## src/irq_ctrl_pkg.sv

```systemverilog
package irq_ctrl_pkg;

  // ==========================================================================
  // Register map
  localparam int ADDR_W = 18;
  localparam logic [15:0] IDX_PEND0 = 16'hFFE0;
  localparam logic [15:0] IDX_PEND1 = 16'hFFE1;
  localparam logic [15:0] IDX_BLOCK0 = 16'hFFE4;
  localparam logic [15:0] IDX_BLOCK1 = 16'hFFE5;
  localparam logic [15:0] IDX_EDGE0 = 16'hFFEC;
  localparam logic [15:0] IDX_EDGE1 = 16'hFFED;
  localparam logic [15:0] IDX_PSW = 16'hFFEE;
  localparam logic [15:0] IDX_BITOP = 16'hFFEF;
  localparam logic [17:0] A_PEND0 = {IDX_PEND0, 2'h0};
  localparam logic [17:0] A_PEND1 = {IDX_PEND1, 2'h0};
  localparam logic [17:0] A_BLOCK0 = {IDX_BLOCK0, 2'h0};
  localparam logic [17:0] A_BLOCK1 = {IDX_BLOCK1, 2'h0};
  localparam logic [17:0] A_EDGE0 = {IDX_EDGE0, 2'h0};
  localparam logic [17:0] A_EDGE1 = {IDX_EDGE1, 2'h0};
  localparam logic [17:0] A_PSW = {IDX_PSW, 2'h0};
  localparam logic [17:0] A_BITOP = {IDX_BITOP, 2'h0};

  // ==========================================================================
  // Reset values and field layouts
  localparam logic [7:0] PEND_RST = 8'h00;
  localparam logic [7:0] BLOCK_RST = 8'hFF;
  localparam logic [7:0] EDGE_RST = 8'h00;
  localparam logic [7:0] PSW_RST = 8'h02;
  localparam logic [7:0] PSW_KEEP = 8'hD1;
  localparam logic [7:0] PSW_ONES = 8'h02;
  localparam int PSW_IE = 7;
  localparam logic [7:0] EDGE0_MASK = 8'hFC;
  localparam logic [7:0] EDGE1_MASK = 8'h03;
  localparam logic [3:0] PEND1_FILL = 4'h0;
  localparam logic [3:0] BLOCK1_FILL = 4'hF;
  localparam int BITOP_SET = 6;
  localparam int BITOP_CLR = 7;
  localparam int NREG_BIT = 5;

  // ==========================================================================
  // Sources
  localparam int NSRC = 12;
  localparam int NPIN = 4;
  localparam int NPERIPH = 7;
  localparam logic [1:0] EDGE_FALL = 2'h0;
  localparam logic [1:0] EDGE_RISE = 2'h1;
  localparam logic [1:0] EDGE_BOTH = 2'h3;
  localparam logic [1:0] WDT_INTERVAL = 2'h0;
  localparam logic [1:0] WDT_MODE1 = 2'h1;
  localparam logic [15:0] VEC_NMI = 16'h0004;
  localparam logic [15:0] VEC_BASE = 16'h0004;
  localparam logic [15:0] VEC_STEP = 16'h0002;

  // ==========================================================================
  // Timing, in CPU clocks of 50 ns
  localparam int SVC_MIN_CLK = 9;
  localparam int SVC_MAX_CLK = 19;
  localparam logic [4:0] AGE_LOAD = 5'(SVC_MIN_CLK - 2);
  localparam logic [4:0] AGE_TOP = 5'h1F;

  localparam logic [1:0] RESP_OKAY = 2'h0;
  localparam logic [1:0] RESP_SLVERR = 2'h2;

  typedef struct packed {
    logic allow_all;
    logic mask_all;
    logic return_from_service_instr;
    logic flag_instr;
    logic boundary;
    logic [7:0] restore_psw;
  } cpu_ctl_type;

  typedef struct packed {
    logic push_psw;
    logic push_pc;
    logic load_vec;
    logic nmi;
    logic [15:0] vector;
    logic [7:0] program_status_word;
  } ack_type;

  typedef enum logic [4:0] {
    ST_IDLE = 5'h01,
    ST_PSW = 5'h02,
    ST_PC = 5'h04,
    ST_WAIT = 5'h08,
    ST_VEC = 5'h10
  } seq_type;

endpackage

```

## src/irq_ctrl.sv

```systemverilog
// Overview of operation
// - A request sets its pending flag; acknowledge or reset clears; software writes.
// - Both pending registers take bit and byte writes, reset to 00H.
// - Watchdog pending flag is accessible only in interval mode.
// - Acknowledge clears the chosen pending flag before the routine starts.
// - Block bit 0 allows, 1 blocks; bit and byte writes; reset FFH.
// - Watchdog block bit reads undefined in watchdog modes 1 and 2.
// - Two-bit field per pin: falling, rising, both; code 1,0 disallowed.
// - Edge-select registers take whole-byte writes only, reset to 00H.
// - Status word resets to 02H; bit 7 global enable; bit 1 fixed 1.
// - Status word byte and bit access; allow-all sets, mask-all clears enable.
// - Non-maskable request ignores the global enable and beats all others.
// - Non-maskable acknowledge pushes status, pushes counter, clears enable, vectors.
// - A new non-maskable request during non-maskable service is acknowledged.
// - Maskable acknowledge needs flag 1, block bit 0, global enable 1.
// - Maskable service starts 9 to 19 clocks after the request.
// - Simultaneous maskable requests are acknowledged one at a time, by priority.
// - A request not yet acceptable stays pending until conditions hold.
// - Maskable acknowledge pushes status, counter, clears enable, loads own vector.
// - Return from service restores counter and status word from the stack.
// - Priority runs from source 0, watchdog, to source 11, lowest.
// - Watchdog acts as non-maskable or maskable source, never both.
// - Flag or block register access holds all requests until it completes.
//
// Our own choice: register access over AXI4-Lite.
`timescale 1ns/1ns
module irq_ctrl (
  input wire logic ref_clk,
  input wire logic rst_b,
  input wire logic [17:0] awaddr,
  input wire logic awvalid,
  output logic awready,
  input wire logic [31:0] wdata,
  input wire logic [3:0] wstrb,
  input wire logic wvalid,
  output logic wready,
  output logic [1:0] bresp,
  output logic bvalid,
  input wire logic bready,
  input wire logic [17:0] araddr,
  input wire logic arvalid,
  output logic arready,
  output logic [31:0] rdata,
  output logic [1:0] rresp,
  output logic rvalid,
  input wire logic rready,
  input wire logic [1:0] wdt_mode,
  input wire logic watchdog_irq,
  input wire logic [3:0] external_irq_pin,
  input wire logic [6:0] periph_irq,
  input wire irq_ctrl_pkg::cpu_ctl_type cpu_ctl,
  output irq_ctrl_pkg::ack_type ack
);

  // ==========================================================================
  // Declarations
  logic aw_hold_ff, w_hold_ff, bvalid_ff, awready_ff, wready_ff;
  logic arready_ff, rvalid_ff;
  logic [1:0] bresp_ff, rresp_ff;
  logic [31:0] rdata_ff;
  logic [17:0] awaddr_ff;
  logic [7:0] wdata_ff;
  logic wstrb0_ff;
  logic nxt_aw_hold, nxt_w_hold, nxt_bvalid, nxt_rvalid;
  logic aw_take, w_take, ar_take, do_write, wr_byte;
  logic [11:0] flags_ff, blocks_ff, nxt_flags, nxt_blocks;
  logic [11:0] hw_set, eligible, ack_clr, pick_onehot;
  logic [7:0] edge0_ff, edge1_ff, psw_ff, nxt_psw;
  logic [3:0] pin_prev_ff, pin_hit;
  logic primed_ff, nmi_pend_ff, nxt_nmi_pend;
  logic interval, hold_now, accept, take_nmi, any_req;
  logic [3:0] pick_idx;
  logic [1:0] edge_sel [irq_ctrl_pkg::NPIN];
  logic [7:0] cur_reg [irq_ctrl_pkg::NREG_BIT];
  logic [7:0] sw_val [irq_ctrl_pkg::NREG_BIT];
  logic [irq_ctrl_pkg::NREG_BIT-1:0] sw_en;
  logic [7:0] rd_val;
  logic rd_ok, wr_ok;
  logic [4:0] age_ff;
  irq_ctrl_pkg::seq_type state_ff, nxt_state;
  irq_ctrl_pkg::ack_type ack_ff;

  assign awready = awready_ff;
  assign wready = wready_ff;
  assign bvalid = bvalid_ff;
  assign bresp = bresp_ff;
  assign arready = arready_ff;
  assign rvalid = rvalid_ff;
  assign rdata = rdata_ff;
  assign rresp = rresp_ff;
  assign ack = ack_ff;

  // ==========================================================================
  // Register bus handshakes
  assign aw_take = awvalid & awready_ff;
  assign w_take = wvalid & wready_ff;
  assign ar_take = arvalid & arready_ff;
  assign do_write = aw_hold_ff & w_hold_ff & ~bvalid_ff;
  assign wr_byte = do_write & wstrb0_ff;
  assign nxt_aw_hold = aw_take | (aw_hold_ff & ~do_write);
  assign nxt_w_hold = w_take | (w_hold_ff & ~do_write);
  assign nxt_bvalid = do_write | (bvalid_ff & ~bready);
  assign nxt_rvalid = ar_take | (rvalid_ff & ~rready);

  always_ff @(posedge ref_clk) begin
    if (!rst_b) begin
      aw_hold_ff <= 1'b0;
      w_hold_ff <= 1'b0;
      bvalid_ff <= 1'b0;
      awready_ff <= 1'b0;
      wready_ff <= 1'b0;
      bresp_ff <= irq_ctrl_pkg::RESP_OKAY;
      awaddr_ff <= 18'h00000;
      wdata_ff <= 8'h00;
      wstrb0_ff <= 1'b0;
    end else begin
      aw_hold_ff <= nxt_aw_hold;
      w_hold_ff <= nxt_w_hold;
      bvalid_ff <= nxt_bvalid;
      awready_ff <= ~nxt_aw_hold & ~nxt_bvalid;
      wready_ff <= ~nxt_w_hold & ~nxt_bvalid;
      if (aw_take) begin
        awaddr_ff <= awaddr;
      end
      if (w_take) begin
        wdata_ff <= wdata[7:0];
        wstrb0_ff <= wstrb[0];
      end
      if (do_write) begin
        bresp_ff <= wr_ok ? irq_ctrl_pkg::RESP_OKAY
                          : irq_ctrl_pkg::RESP_SLVERR;
      end
    end
  end

  // ==========================================================================
  // Software write decode, byte and bit forms
  always_comb begin
    cur_reg[0] = flags_ff[7:0];
    cur_reg[1] = {irq_ctrl_pkg::PEND1_FILL, flags_ff[11:8]};
    cur_reg[2] = blocks_ff[7:0];
    cur_reg[3] = {irq_ctrl_pkg::BLOCK1_FILL, blocks_ff[11:8]};
    cur_reg[4] = psw_ff;
    sw_en = '0;
    wr_ok = 1'b1;
    for (int r = 0; r < irq_ctrl_pkg::NREG_BIT; r++) begin
      sw_val[r] = cur_reg[r];
    end
    case (awaddr_ff)
      irq_ctrl_pkg::A_PEND0: sw_en[0] = wr_byte;
      irq_ctrl_pkg::A_PEND1: sw_en[1] = wr_byte;
      irq_ctrl_pkg::A_BLOCK0: sw_en[2] = wr_byte;
      irq_ctrl_pkg::A_BLOCK1: sw_en[3] = wr_byte;
      irq_ctrl_pkg::A_PSW: sw_en[4] = wr_byte;
      irq_ctrl_pkg::A_EDGE0, irq_ctrl_pkg::A_EDGE1, irq_ctrl_pkg::A_BITOP: begin
        wr_ok = 1'b1;
      end
      default: wr_ok = 1'b0;
    endcase
    for (int r = 0; r < irq_ctrl_pkg::NREG_BIT; r++) begin
      if (sw_en[r]) begin
        sw_val[r] = wdata_ff;
      end
    end
    // Single-bit set or clear; edge-select registers have no bit form
    if (wr_byte && awaddr_ff == irq_ctrl_pkg::A_BITOP &&
        wdata_ff[5:3] < 3'(irq_ctrl_pkg::NREG_BIT) &&
        (wdata_ff[irq_ctrl_pkg::BITOP_SET] ^
         wdata_ff[irq_ctrl_pkg::BITOP_CLR])) begin
      sw_en[wdata_ff[5:3]] = 1'b1;
      sw_val[wdata_ff[5:3]][wdata_ff[2:0]] =
        wdata_ff[irq_ctrl_pkg::BITOP_SET];
    end
  end

  // ==========================================================================
  // Edge selection and pin edge detection
  assign interval = (wdt_mode == irq_ctrl_pkg::WDT_INTERVAL);

  always_ff @(posedge ref_clk) begin
    if (!rst_b) begin
      edge0_ff <= irq_ctrl_pkg::EDGE_RST;
      edge1_ff <= irq_ctrl_pkg::EDGE_RST;
      pin_prev_ff <= 4'h0;
      primed_ff <= 1'b0;
    end else begin
      if (wr_byte && awaddr_ff == irq_ctrl_pkg::A_EDGE0) begin
        edge0_ff <= wdata_ff & irq_ctrl_pkg::EDGE0_MASK;
      end
      if (wr_byte && awaddr_ff == irq_ctrl_pkg::A_EDGE1) begin
        edge1_ff <= wdata_ff & irq_ctrl_pkg::EDGE1_MASK;
      end
      pin_prev_ff <= external_irq_pin;
      primed_ff <= 1'b1;
    end
  end

  always_comb begin
    edge_sel[0] = edge0_ff[3:2];
    edge_sel[1] = edge0_ff[5:4];
    edge_sel[2] = edge0_ff[7:6];
    edge_sel[3] = edge1_ff[1:0];
    for (int n = 0; n < irq_ctrl_pkg::NPIN; n++) begin
      case (edge_sel[n])
        irq_ctrl_pkg::EDGE_FALL: pin_hit[n] = ~external_irq_pin[n] &
                                              pin_prev_ff[n];
        irq_ctrl_pkg::EDGE_RISE: pin_hit[n] = external_irq_pin[n] &
                                              ~pin_prev_ff[n];
        irq_ctrl_pkg::EDGE_BOTH: pin_hit[n] = external_irq_pin[n] ^
                                              pin_prev_ff[n];
        default: pin_hit[n] = 1'b0;
      endcase
      pin_hit[n] = pin_hit[n] & primed_ff;
    end
  end

  // Watchdog feeds only one path, chosen by its mode
  assign hw_set = {periph_irq, pin_hit, watchdog_irq & interval};

  // ==========================================================================
  // Arbitration
  assign eligible = flags_ff & ~blocks_ff &
                    {irq_ctrl_pkg::NSRC{psw_ff[irq_ctrl_pkg::PSW_IE]}};

  always_comb begin
    pick_idx = 4'h0;
    for (int i = irq_ctrl_pkg::NSRC - 1; i >= 0; i--) begin
      if (eligible[i]) begin
        pick_idx = 4'(i);
      end
    end
  end

  assign pick_onehot = 12'h001 << pick_idx;
  assign any_req = nmi_pend_ff | (|eligible);
  assign hold_now = cpu_ctl.flag_instr |
    (do_write && (awaddr_ff == irq_ctrl_pkg::A_PEND0 ||
     awaddr_ff == irq_ctrl_pkg::A_PEND1 ||
     awaddr_ff == irq_ctrl_pkg::A_BLOCK0 ||
     awaddr_ff == irq_ctrl_pkg::A_BLOCK1 ||
     awaddr_ff == irq_ctrl_pkg::A_BITOP)) |
    (ar_take && (araddr == irq_ctrl_pkg::A_PEND0 ||
     araddr == irq_ctrl_pkg::A_PEND1 ||
     araddr == irq_ctrl_pkg::A_BLOCK0 ||
     araddr == irq_ctrl_pkg::A_BLOCK1));
  // Unaccepted requests simply wait in their flags
  assign accept = (state_ff == irq_ctrl_pkg::ST_IDLE) & cpu_ctl.boundary &
                  ~hold_now & any_req;
  assign take_nmi = nmi_pend_ff;
  assign ack_clr = (accept && !take_nmi) ? pick_onehot : 12'h000;

  // ==========================================================================
  // Pending, block and non-maskable flags
  always_comb begin
    nxt_flags = flags_ff;
    if (sw_en[0]) begin
      nxt_flags[7:1] = sw_val[0][7:1];
      if (interval) begin
        nxt_flags[0] = sw_val[0][0];
      end
    end
    if (sw_en[1]) begin
      nxt_flags[11:8] = sw_val[1][3:0];
    end
    nxt_flags = (nxt_flags & ~ack_clr) | hw_set;
    nxt_blocks = blocks_ff;
    if (sw_en[2]) begin
      nxt_blocks[7:0] = sw_val[2];
    end
    if (sw_en[3]) begin
      nxt_blocks[11:8] = sw_val[3][3:0];
    end
    nxt_nmi_pend = (nmi_pend_ff & ~(accept & take_nmi)) |
                   (watchdog_irq & (wdt_mode == irq_ctrl_pkg::WDT_MODE1));
  end

  always_ff @(posedge ref_clk) begin
    if (!rst_b) begin
      flags_ff <= 12'h000;
      blocks_ff <= 12'hFFF;
      nmi_pend_ff <= 1'b0;
    end else begin
      flags_ff <= nxt_flags;
      blocks_ff <= nxt_blocks;
      nmi_pend_ff <= nxt_nmi_pend;
    end
  end

  // ==========================================================================
  // Status word
  always_comb begin
    nxt_psw = psw_ff;
    if (sw_en[4]) begin
      nxt_psw = sw_val[4];
    end
    if (cpu_ctl.allow_all) begin
      nxt_psw[irq_ctrl_pkg::PSW_IE] = 1'b1;
    end
    if (cpu_ctl.mask_all) begin
      nxt_psw[irq_ctrl_pkg::PSW_IE] = 1'b0;
    end
    if (cpu_ctl.return_from_service_instr) begin
      nxt_psw = cpu_ctl.restore_psw;
    end
    if (accept) begin
      nxt_psw[irq_ctrl_pkg::PSW_IE] = 1'b0;
    end
    nxt_psw = (nxt_psw & irq_ctrl_pkg::PSW_KEEP) | irq_ctrl_pkg::PSW_ONES;
  end

  always_ff @(posedge ref_clk) begin
    if (!rst_b) begin
      psw_ff <= irq_ctrl_pkg::PSW_RST;
    end else begin
      psw_ff <= nxt_psw;
    end
  end

  // ==========================================================================
  // Acknowledge sequence: push status, push counter, wait, vector
  always_comb begin
    case (state_ff)
      irq_ctrl_pkg::ST_IDLE: nxt_state = accept ? irq_ctrl_pkg::ST_PSW
                                                : irq_ctrl_pkg::ST_IDLE;
      irq_ctrl_pkg::ST_PSW: nxt_state = irq_ctrl_pkg::ST_PC;
      irq_ctrl_pkg::ST_PC: nxt_state = irq_ctrl_pkg::ST_WAIT;
      irq_ctrl_pkg::ST_WAIT: nxt_state = (age_ff >= irq_ctrl_pkg::AGE_LOAD) ?
        irq_ctrl_pkg::ST_VEC : irq_ctrl_pkg::ST_WAIT;
      irq_ctrl_pkg::ST_VEC: nxt_state = irq_ctrl_pkg::ST_IDLE;
      default: nxt_state = irq_ctrl_pkg::ST_IDLE;
    endcase
  end

  always_ff @(posedge ref_clk) begin
    if (!rst_b) begin
      state_ff <= irq_ctrl_pkg::ST_IDLE;
      age_ff <= 5'h00;
    end else begin
      state_ff <= nxt_state;
      if (state_ff == irq_ctrl_pkg::ST_IDLE && !any_req) begin
        age_ff <= 5'h00;
      end else if (age_ff != irq_ctrl_pkg::AGE_TOP) begin
        age_ff <= age_ff + 5'h01;
      end
    end
  end

  always_ff @(posedge ref_clk) begin
    if (!rst_b) begin
      ack_ff <= '0;
    end else begin
      ack_ff.push_psw <= (nxt_state == irq_ctrl_pkg::ST_PSW);
      ack_ff.push_pc <= (nxt_state == irq_ctrl_pkg::ST_PC);
      ack_ff.load_vec <= (nxt_state == irq_ctrl_pkg::ST_VEC);
      if (accept) begin
        ack_ff.nmi <= take_nmi;
        ack_ff.program_status_word <= psw_ff;
        ack_ff.vector <= take_nmi ? irq_ctrl_pkg::VEC_NMI :
          16'(irq_ctrl_pkg::VEC_BASE +
              irq_ctrl_pkg::VEC_STEP * 16'(pick_idx));
      end
    end
  end

  // ==========================================================================
  // Register reads
  always_comb begin
    rd_ok = 1'b1;
    case (araddr)
      irq_ctrl_pkg::A_PEND0:
        rd_val = {flags_ff[7:1], flags_ff[0] & interval};
      irq_ctrl_pkg::A_PEND1: rd_val = cur_reg[1];
      irq_ctrl_pkg::A_BLOCK0:
        rd_val = {blocks_ff[7:1], blocks_ff[0] & interval};
      irq_ctrl_pkg::A_BLOCK1: rd_val = cur_reg[3];
      irq_ctrl_pkg::A_EDGE0: rd_val = edge0_ff;
      irq_ctrl_pkg::A_EDGE1: rd_val = edge1_ff;
      irq_ctrl_pkg::A_PSW: rd_val = psw_ff;
      irq_ctrl_pkg::A_BITOP: rd_val = 8'h00;
      default: begin
        rd_val = 8'h00;
        rd_ok = 1'b0;
      end
    endcase
  end

  always_ff @(posedge ref_clk) begin
    if (!rst_b) begin
      arready_ff <= 1'b0;
      rvalid_ff <= 1'b0;
      rdata_ff <= 32'h00000000;
      rresp_ff <= irq_ctrl_pkg::RESP_OKAY;
    end else begin
      arready_ff <= ~nxt_rvalid;
      rvalid_ff <= nxt_rvalid;
      if (ar_take) begin
        rdata_ff <= {24'h000000, rd_val};
        rresp_ff <= rd_ok ? irq_ctrl_pkg::RESP_OKAY
                          : irq_ctrl_pkg::RESP_SLVERR;
      end
    end
  end
endmodule // irq_ctrl

```

## config.mk

```make
export PLATFORM = sky130hd
export DESIGN_NAME = irq_ctrl
export DESIGN_NICKNAME = d
export VERILOG_FILES = /design/src/irq_ctrl_pkg.sv /design/src/irq_ctrl.sv
export SDC_FILE = /design/constraint.sdc
export NUM_CORES = 1
export LEC_CHECK = 0
export BUFFER_PORTS_ARGS = -buffer_cell sky130_fd_sc_hd__buf_2
export CAP_MARGIN = 20
export CORE_ASPECT_RATIO = 0.75
export CORE_MARGIN = 5
export CORE_UTILIZATION = 53
export DETAILED_ROUTE_END_ITERATION = 6
export GPL_ROUTABILITY_DRIVEN = 0
export PLACE_DENSITY_LB_ADDON = 0.2
export SLEW_MARGIN = 20
export SYNTH_ARGS = -nofsm -noshare
export SYNTH_HDL_FRONTEND = slang
export SYNTH_SLANG_ARGS = --single-unit
```

## constraint.sdc

```tcl
create_clock -name ref_clk -period 2.55 [get_ports ref_clk]
set_clock_uncertainty 0.2 [all_clocks]
set_input_delay 0.1275 -clock ref_clk [delete_from_list [all_inputs] [get_ports ref_clk]]
set_output_delay 0.1275 -clock ref_clk [all_outputs]
set_load 0.05 [all_outputs]
```

## Yosys cells after proc, flatten, opt, wreduce, memory -nomap -nowiden

Index checks and enable logic that the tools add are counted.

| storage, ports and cells | value |
|---|---|
| latch bits | 0 |
| bits in read-only memories | 0 |
| memories | 0 |
| bits in registers | 130 |
| RAM bits | 0 |
| output and inout port bits | 69 |
| logic and storage cells | 235 |
| input port bits | 106 |

| cells by class | value |
|---|---|
| equal/unequal tests | 33 |
| mux-type cells | 53 |
| multiply operators | 0 |
| bitwise gates (word level) | 73 |
| $lt $le $gt $ge | 8 |
| $add $sub $neg | 2 |
| divide/modulo/power cells | 0 |
| reductions and logical operators | 33 |
| shift operators | 1 |

Operators with widths:

| cell | count |
|---|---|
| $eq 18x18->1 const B | 16 |
| $mux 8 | 9 |
| $pmux 8 s7 | 1 |
| $mux 4 | 13 |
| $bwmux 40 | 1 |
| $mux 40 | 1 |
| $and 12x12->12 | 3 |
| $and 1x1->1 | 33 |
| $demux 8 s3 | 1 |
| $not 12->12 | 2 |
| $pmux 5 s4 | 1 |
| $not 1->1 | 19 |
| $reduce_or 8->1 | 2 |
| $mux 1 | 13 |
| $logic_and 1x1->1 | 12 |
| $mux 12 | 1 |
| $or 12x12->12 | 1 |
| $pmux 1 s3 | 4 |
| $reduce_or 12->1 | 1 |
| $shl 1x4->12 const A | 1 |
| $eq 2x1->1 const B | 5 |
| $eq 5x2->1 const B | 2 |
| $eq 5x3->1 const B | 2 |
| $logic_not 2->1 | 5 |
| 26 further kinds | 54 |

## Depth between registers and ports, before layout

Gate-level depths: netlist of the first run.

| depth | value |
|---|---|
| depth after elaboration | 20 |
| depth in mapped cells | 10 |
| gate-level depth less buffers | 8 |

## Worst setup path before layout of the first run

No wires, ideal clock.

| timing path | value |
|---|---|
| kind | register -> register |
| from | register bvalid_ff, in the netlist bvalid |
| to | register flags_ff[7] |
| data required time | 2.233 ns |
| arrival | 2.014 ns |
| stages on the path, launching flop included | 7 |
| setup time | 0.117 ns |
| path slack | 0.219 ns |
| period minus slack after synthesis | 2.331 ns |
| buffers on the path | 1 |
| path through | dfxtp_1 -> nand3b_1 -> nor3_1 -> buf_2 -> nand4_1 -> or3_1 -> a32o_1 |

| on the way | value |
|---|---|
| cells in the longest elaborated chain, start to end | 13 |
| elaborated cells between the ends (all ways) | 24 |
| those cells by class | 7 x mux; 12 x bitwise; 5 x reduce/logical |

RTL lines:

| item | line | text |
|---|---|---|
| start, declared | irq_ctrl.sv:57 | `logic aw_hold_ff, w_hold_ff, bvalid_ff, awready_ff, wready_ff;` |
| start signal, assigned | irq_ctrl.sv:119 | `bvalid_ff <= nxt_bvalid;` |
| $not 1->1 (*) | irq_ctrl.sv:98 | `assign do_write = aw_hold_ff & w_hold_ff & ~bvalid_ff;` |
| $and 1x1->1 (*) | irq_ctrl.sv:98 |  |
| $logic_and 1x1->1 | irq_ctrl.sv:237 | `(do_write && (awaddr_ff == irq_ctrl_pkg::A_PEND0 \|\|` |
| $or 1x1->1 | irq_ctrl.sv:236 | `assign hold_now = cpu_ctl.flag_instr \|` |
| $or 1x1->1 | irq_ctrl.sv:241 | `awaddr_ff == irq_ctrl_pkg::A_BITOP)) \|` |
| $not 1->1 | irq_ctrl.sv:248 | `~hold_now & any_req;` |
| $and 1x1->1 | irq_ctrl.sv:247 | `assign accept = (state_ff == irq_ctrl_pkg::ST_IDLE) & cpu_ctl.boundary &` |
| $and 1x1->1 | irq_ctrl.sv:248 |  |
| $logic_and 1x1->1 | irq_ctrl.sv:250 | `assign ack_clr = (accept && !take_nmi) ? pick_onehot : 12'h000;` |
| $mux 12 | irq_ctrl.sv:250 |  |
| $not 12->12 | irq_ctrl.sv:265 | `nxt_flags = (nxt_flags & ~ack_clr) \| hw_set;` |
| $and 12x12->12 (*) | irq_ctrl.sv:265 |  |
| $or 12x12->12 (*) | irq_ctrl.sv:265 |  |
| end signal, assigned | irq_ctrl.sv:283 | `flags_ff <= nxt_flags;` |
| end, declared | irq_ctrl.sv:66 | `logic [11:0] flags_ff, blocks_ff, nxt_flags, nxt_blocks;` |

Mark *: on every way between the ends. The rest lies on a longest branch, timed or not.
A chain may end at the register's enable or synchronous reset.

## Worst setup path in the final report of the first run

| timing path | value |
|---|---|
| from | register blocks_ff[11] |
| to | register flags_ff[7] |

| on the way | value |
|---|---|
| cells in the longest elaborated chain, start to end | 20 |
| elaborated cells between the ends (all ways) | 24 |
| those cells by class | 1 x shift; 13 x mux; 8 x bitwise; 2 x reduce/logical |

RTL lines:

| item | line | text |
|---|---|---|
| start, declared | irq_ctrl.sv:66 |  |
| start signal, assigned | irq_ctrl.sv:284 | `blocks_ff <= nxt_blocks;` |
| $not 12->12 (*) | irq_ctrl.sv:222 | `assign eligible = flags_ff & ~blocks_ff &` |
| $and 12x12->12 (*) (2 in series) | irq_ctrl.sv:222 |  |
| $mux 4 (12 in series) | irq_ctrl.sv:228 | `if (eligible[i]) begin` |
| $shl 1x4->12 | irq_ctrl.sv:234 | `assign pick_onehot = 12'h001 << pick_idx;` |
| $mux 12 (*) | irq_ctrl.sv:250 |  |
| $not 12->12 (*) | irq_ctrl.sv:265 |  |
| $and 12x12->12 (*) | irq_ctrl.sv:265 |  |
| $or 12x12->12 (*) | irq_ctrl.sv:265 |  |

Marks and branches as above.

==> results of run 1 <==
==> repair_timing <==
action | CTS | global route
buffers inserted | 0 | 1
pin swaps | 0 | 2
hold buffers | 48 | 0
gates resized for setup | 1 | 9
hold endpoints to repair | 46 | 0
endpoints found under the setup margin | 1 | 10
==> metal layers <==
layer / wire [um] / up-vias / GRT usage
li1: - / 3035 / -
met1: 8290 / 2993 / 0.392
met2: 8640 / 433 / 0.406
met3: 2510 / 61 / 0.0807
met4: 622 / 0 / 0.0883
met5: 0 / - / 0
==> area by class of cell <==
class / count / area (um^2) / share of cell area
clock inverters: 5 / 71.3 / 0.00904
multi-input cells: 590 / 3740 / 0.474
flip-flops and latches: 110 / 2200 / 0.279
repair buffers: 191 / 1320 / 0.167
inverters: 32 / 120 / 0.0152
clock buffers: 11 / 233 / 0.0295
well taps: 162 / 203 / 0.0257
==> cells in the mapped netlist, types with 3 or more instances <==
library cell  number  share of area
dfxtp_1          110           0.34
nand2_1           84          0.049
nor2_1            62          0.036
a21oi_1           53          0.041
buf_4             43          0.050
mux2i_1           39          0.061
inv_1             32          0.019
nor3_1            30          0.023
clkbuf_1          26          0.015
o211ai_1          23          0.027
nand3_1           22          0.017
nand4_1           21          0.021
o21ai_0           20          0.016
nand2b_1          17          0.017
ha_1              11          0.022
and2_1            10         0.0098
nor2b_1           10         0.0098
a211oi_1           9          0.011
and3_1             9         0.0088
buf_1              9         0.0053
nor4_1             9         0.0088
buf_2              8         0.0063
mux2_2             6          0.011
nand3b_1           6         0.0070
a41oi_1            5         0.0068
nor3b_1            5         0.0059
a22oi_1            4         0.0047
a41o_1             4         0.0063
o21a_1             4         0.0047
o2bb2ai_1          4         0.0055
or3_1              4         0.0039
a221oi_1           3         0.0041
a31oi_1            3         0.0029
a32o_1             3         0.0047
nand4b_1           3         0.0041
nor3_2             3         0.0047
nor4b_2            3         0.0070
nor4bb_1           3         0.0047
xor2_1             3         0.0041
==> where the power goes <==
group	switching, mW	total [mW]	leakage, nW	internal [mW]
Clock	0.648	1.42	0.143	0.775
Combinational	0.382	0.582	2.21	0.200
Sequential	0.0586	1.83	0.896	1.77
Total	1.09	3.83	3.25	2.75
==> kinds of logic (layout without fill, tap and decap cells) <==
| logic type | count (synthesis) | after routing | synth area share |
|---|---|---|---|
| compound gates | 164 | 164 | 0.176 |
| xor+xnor | 5 | 5 | 0.00685 |
| fa+ha+maj | 11 | 11 | 0.0215 |
| buf+inv | 120 | 239 | 0.101 |
| flops | 110 | 110 | 0.344 |
| mux | 45 | 45 | 0.0716 |
| other cells | 1 | 40 | 0.000586 |
| simple gates | 325 | 325 | 0.278 |
==> registers in the layout, summed over array words and instances, names as in the netlist, 2 cells and up <==
signal,cells
awaddr_ff,18
rdata,8
blocks_ff,12
psw_ff,4
edge0_ff,6
flags_ff,12
state_ff,5
ack,14
age_ff,5
pin_prev_ff,4
wdata_ff,8
edge1_ff,2
==> how the worst max path moves through the flow <==
| stage | start | endpoint | slack, ns | depth (start not counted) |
|---|---|---|---|---|
| after floorplan | bvalid$_SDFF_PN0_ | flags_ff[7]$_SDFF_PN0_ | 0.22 | 6 |
| after global placement | state_ff[1]$_SDFF_PN0_ | flags_ff[5]$_SDFF_PN0_ | 0.06 | 7 |
| after detailed placement | state_ff[1]$_SDFF_PN0_ | flags_ff[5]$_SDFF_PN0_ | -0.0008 | 7 |
| after CTS | state_ff[1]$_SDFF_PN0_ | flags_ff[1]$_SDFF_PN0_ | 0.02 | 7 |
| after global routing | blocks_ff[11]$_SDFFE_PN1P_ | flags_ff[7]$_SDFF_PN0_ | -0.02 | 7 |
| final | blocks_ff[11]$_SDFFE_PN1P_ | flags_ff[7]$_SDFF_PN0_ | 0.03 | 7 |
==> through the flow <==
| step | setup slack [ns] | hold WS (ns) | setup TNS [ns] |
|---|---|---|---|
| 4_1_cts | 0.0159 | 0.00980 | 0 |
| 6_report | 0.0274 | 0.0296 | 0 |
| 2_1_floorplan | 0.219 | -0.0448 | 0 |
| 5_1_grt | -0.0196 | 0.00842 | -0.0335 |
| 3_3_place_gp | 0.0569 | 0.138 | 0 |
| 3_5_place_dp | -0.000759 | 0.140 | -0.000759 |
==> impl_metrics.yaml, run 1 <==
sta:
  fin_crit_sh: 0.989
  period_needed_ns: 2.52
  timing.fmax_mhz: 396
  rsz0062_at_grt: "yes"
  timing_hold_violations_final: 0
  slew_headroom: 0.537
  finalSetupViolations: 0
  worstMarginPinSlew_ns: 0.693
  slew_viol_final: 0
die:
  core_um2: 11700
  rows: 34
  die-area_um2: 14400
  die_w_um: 137
  die_h_um: 105
  initial_core_util: 0.547
  pin_count: 175
drt:
  vias: 6522
  wl_per_cell_um: 18.2
  postRouteAntennaNets: 0
  drc: 0
  dr.pass1.iters: 6
  dr.first_iter.drc_count: 811
  via_per_inst: 5.92
  routed_wirelength_um: 20100
final_layout:
  final_area_um2: 7890
  final_cells: 1101
  syn_to_final_growth_pct: 23.3
  fin_util: 0.674
  layout_common_cells: "dfxtp_1, buf_2, nand2_1, nor2_1, a21oi_1"
  fill_cells: 966
  drive_gt1_frac: 0.206
  final_common_cell: "dfxtp_1"
  fin_nets: 1051
  diodes: 0
grt:
  grt_pass1_wl_um: 31900
  antenna_found_initial: 0
  grtUsageTotal: 0.277
  grt_pass1_vias: 6194
  grt_overflow: 0
  grt_max_degree: 53
setup_path:
  worstPathRequired_ns: 2.59
  ff2ff_setup_slack_ns: 0.03
  path_buf_inv: 1
  slowest_delay_ns: 0.41
  crit_slowest_cell: "a2111oi_1"
  path_class: "flop to flop"
  reg2reg_depth: 7
  crit_family: "compound AO/OA/AOI/OAI gates"
  cp-end-kind: "flop"
  path_max_fanout: 11
  critical_path_arrival_ns: 2.57
  critPathLaunchType: "flop"
  r2r_end: "flags_ff[7]$_SDFF_PN0_"
  r2r_start: "blocks_ff[11]$_SDFFE_PN1P_"
  crit_chain: "nand2b_1 > a2111oi_1 > o211ai_1 > a211oi_2 > buf_6 > a41oi_1 > a32o_1"
clock_network:
  cts.sinks: 110
  clk_path_buf_depth: 2
  clk_latency_ns: 0.35
  numCtsBuffers: 9
  cts_tree: "built"
  clk_pin_slew_ns: 0.08
  htreeDepth: 3
  root_buffer: "clkbuf_16"
logic_synthesis:
  async_flop_share: 0
  yosysWarnings: 0
  synth_edf_count: 0
  netlist_area_um2: 6400
  synth_cells: 781
  ys_seq_area_frac: 0.344
  ys_seq_elements: 110
  syn_area_per_cell_um2: 8.19
  synth_flop_cell: "dfxtp_1"
  ys_types: 84
power_and_ir_drop:
  ir_worst_vdd_v: 0.000369
  p_leak_nw: 3.25
  power_mw: 3.83
  powerDensity_nw_per_um2: 486
min_path:
  holdCritPathClass: "input pin to flop"
  whs_path_depth: 2
  hp-start: "rst_b"
  holdPathEnd: "ack[9]$_SDFFE_PN0P_"
place:
  place_inst: 1036
  numPortBuffers: 103
  postPlaceCellArea_um2: 7040
  post-dp-hpwl_um: 14800
run_status:
  status: "complete, no violations"
job:
  cap_violations: 0
No activity file was read; power rests on OpenSTA's default activity.
==> run 2, diff against run 1 <==
Settings changed: MAX_ROUTING_LAYER set to met4.
==> run 2 against run 1 <==
Compared with the run above: via count is 1.2% lower; die area is the same; routed wire length decreased by 0.25%; register-to-register slack better by 0.05 ns; core utilization did not move; sequential share of layout area stayed put; total power rose by 0.10%; final area stayed put; sequential cell count unchanged; largest power group unchanged.
==> impl_metrics.yaml, run 2 (same netlist as run 1, synthesis figures left out) <==
clock_network:
  clk_pin_slew_ns: 0.08
  cts_tree: "built"
  htreeDepth: 3
  cts.sinks: 110
  clk_path_buf_depth: 2
  numCtsBuffers: 9
  clk_latency_ns: 0.35
  root_buffer: "clkbuf_16"
final_layout:
  multi_input_area_um2: 3740
  final_area_um2: 7890
  final_cells: 1101
  final_common_cell: "dfxtp_1"
  fill_cells: 966
  regMostFlops: "awaddr_ff"
  seq_area_um2: 2200
  fin_nets: 1051
  layout_common_cells: "dfxtp_1, buf_2, nand2_1, nor2_1, a21oi_1"
  fin_util: 0.674
  diodes: 0
  syn_to_final_growth_pct: 23.3
  drive_gt1_frac: 0.206
  largest_reg_flops: 18
sta:
  worstMarginPinSlew_ns: 0.693
  period_needed_ns: 2.48
  finalSetupViolations: 0
  layout_setup_ws_ns: 0.0750
  slew_viol_final: 0
  timing.fmax_mhz: 404
  fin_crit_sh: 0.971
  slew_headroom: 0.537
  rsz0062_at_grt: "yes"
  timing_hold_violations_final: 0
drt:
  via_per_inst: 5.85
  dr.pass1.iters: 6
  postRouteAntennaNets: 0
  wl_per_cell_um: 18.2
  routed_wirelength_um: 20000
  dr.first_iter.drc_count: 771
  vias: 6441
  drc: 0
grt:
  antenna_found_initial: 0
  grt_pass1_vias: 6192
  grt_pass1_wl_um: 31900
  grt_max_degree: 53
  grtUsageTotal: 0.285
  grt_overflow: 0
setup_path:
  critical_path_arrival_ns: 2.56
  path_max_fanout: 4
  r2r_start: "blocks_ff[11]$_SDFFE_PN1P_"
  path_class: "flop to flop"
  cp-end-kind: "flop"
  crit_chain: "nand2b_1 > a2111oi_1 > o211ai_1 > a211oi_2 > ha_1 > xor2_2 > nand3_2 > a21oi_2"
  path_buf_inv: 0
  crit_family: "compound AO/OA/AOI/OAI gates"
  reg2reg_depth: 8
  worstPathRequired_ns: 2.63
  crit_slowest_cell: "a2111oi_1"
  ff2ff_setup_slack_ns: 0.07
  critPathLaunchType: "flop"
  critPathLaunch: "blocks_ff[11]$_SDFFE_PN1P_"
  r2r_end: "ack[12]$_SDFFE_PN0P_"
  slowest_delay_ns: 0.40
place:
  place_ws_ns: -0.000759
  place_inst: 1036
  numPortBuffers: 103
  post-dp-hpwl_um: 14800
  postPlaceCellArea_um2: 7040
run_status:
  status: "complete, no violations"
min_path:
  hp-start: "periph_irq[1]"
  holdPathEnd: "flags_ff[6]$_SDFF_PN0_"
  whs_path_depth: 3
  holdCritPathClass: "input pin to flop"
die:
  initial_core_util: 0.547
  die_w_um: 137
  rows: 34
  pin_count: 175
  core_um2: 11700
  die_h_um: 105
  die-area_um2: 14400
power_and_ir_drop:
  powerDensity_nw_per_um2: 487
  ir_worst_vdd_v: 0.000372
  p_leak_nw: 3.25
job:
  cap_violations: 0
==> run 2: layout make-up <==
type | count | share of cell area
Clock buffer | 11 | 0.0295
Tap cell | 162 | 0.0257
Multi-Input combinational cell | 590 | 0.474
Timing Repair Buffer | 191 | 0.167
Inverter | 32 | 0.0152
Clock inverter | 5 | 0.00904
Sequential cell | 110 | 0.279
==> run 2: power by group <==
part	switching (mW)	total (mW)	internal, mW	leakage (nW)
combinational	0.381	0.581	0.200	2.21
clock	0.652	1.43	0.775	0.143
sequential	0.0585	1.83	1.77	0.896
total	1.09	3.84	2.75	3.25
==> run 2: worst max path at each step <==
stage                                   to  slack (ns)  cells past startpoint
floorplan           flags_ff[7]$_SDFF_PN0_        0.22                      6
global placement    flags_ff[5]$_SDFF_PN0_        0.06                      7
detailed placement  flags_ff[5]$_SDFF_PN0_     -0.0008                      7
CTS                 flags_ff[1]$_SDFF_PN0_        0.02                      7
global route        flags_ff[7]$_SDFF_PN0_       -0.02                      7
finish                ack[12]$_SDFFE_PN0P_        0.07                      8
==> run 2: layer usage <==
layer  vias to the layer above  GRT usage  wire length (um)
met5                         -          -                 0
met1                      2969      0.393              8400
li1                       3032          -                 -
met4                         0     0.0883               591
met2                       387      0.407              8600
met3                        53     0.0759              2410
==> run 2: what timing repair did <==
action | in CTS | in global routing
gates resized for setup | 1 | 9
gates cloned | 0 | 0
endpoints found under the hold margin | 46 | 0
endpoints found under the setup margin | 1 | 10
pin swaps | 0 | 2
hold buffers | 48 | 0
setup buffers | 0 | 1
==> run 2: worst min-delay path: cells and delay by family <==
family | cells | cell delay (ns)
AO/OA/AOI/OAI | 2 | 0.25
buffers and inverters | 1 | 0.14
==> run 2: per-stage QoR <==
| step | TNS (ns) | hold slack (ns) | power (mW) |
|---|---|---|---|
| final | 0 | 0.0242 | 3.84 |
| after global routing | -0.0334 | -0.000734 | 3.99 |
| after CTS | 0 | 0.00980 | 3.84 |
| after detailed placement | -0.000759 | 0.140 | 2.38 |
| after global placement | 0 | 0.138 | 2.36 |
| after floorplan | 0 | -0.0448 | 2.26 |
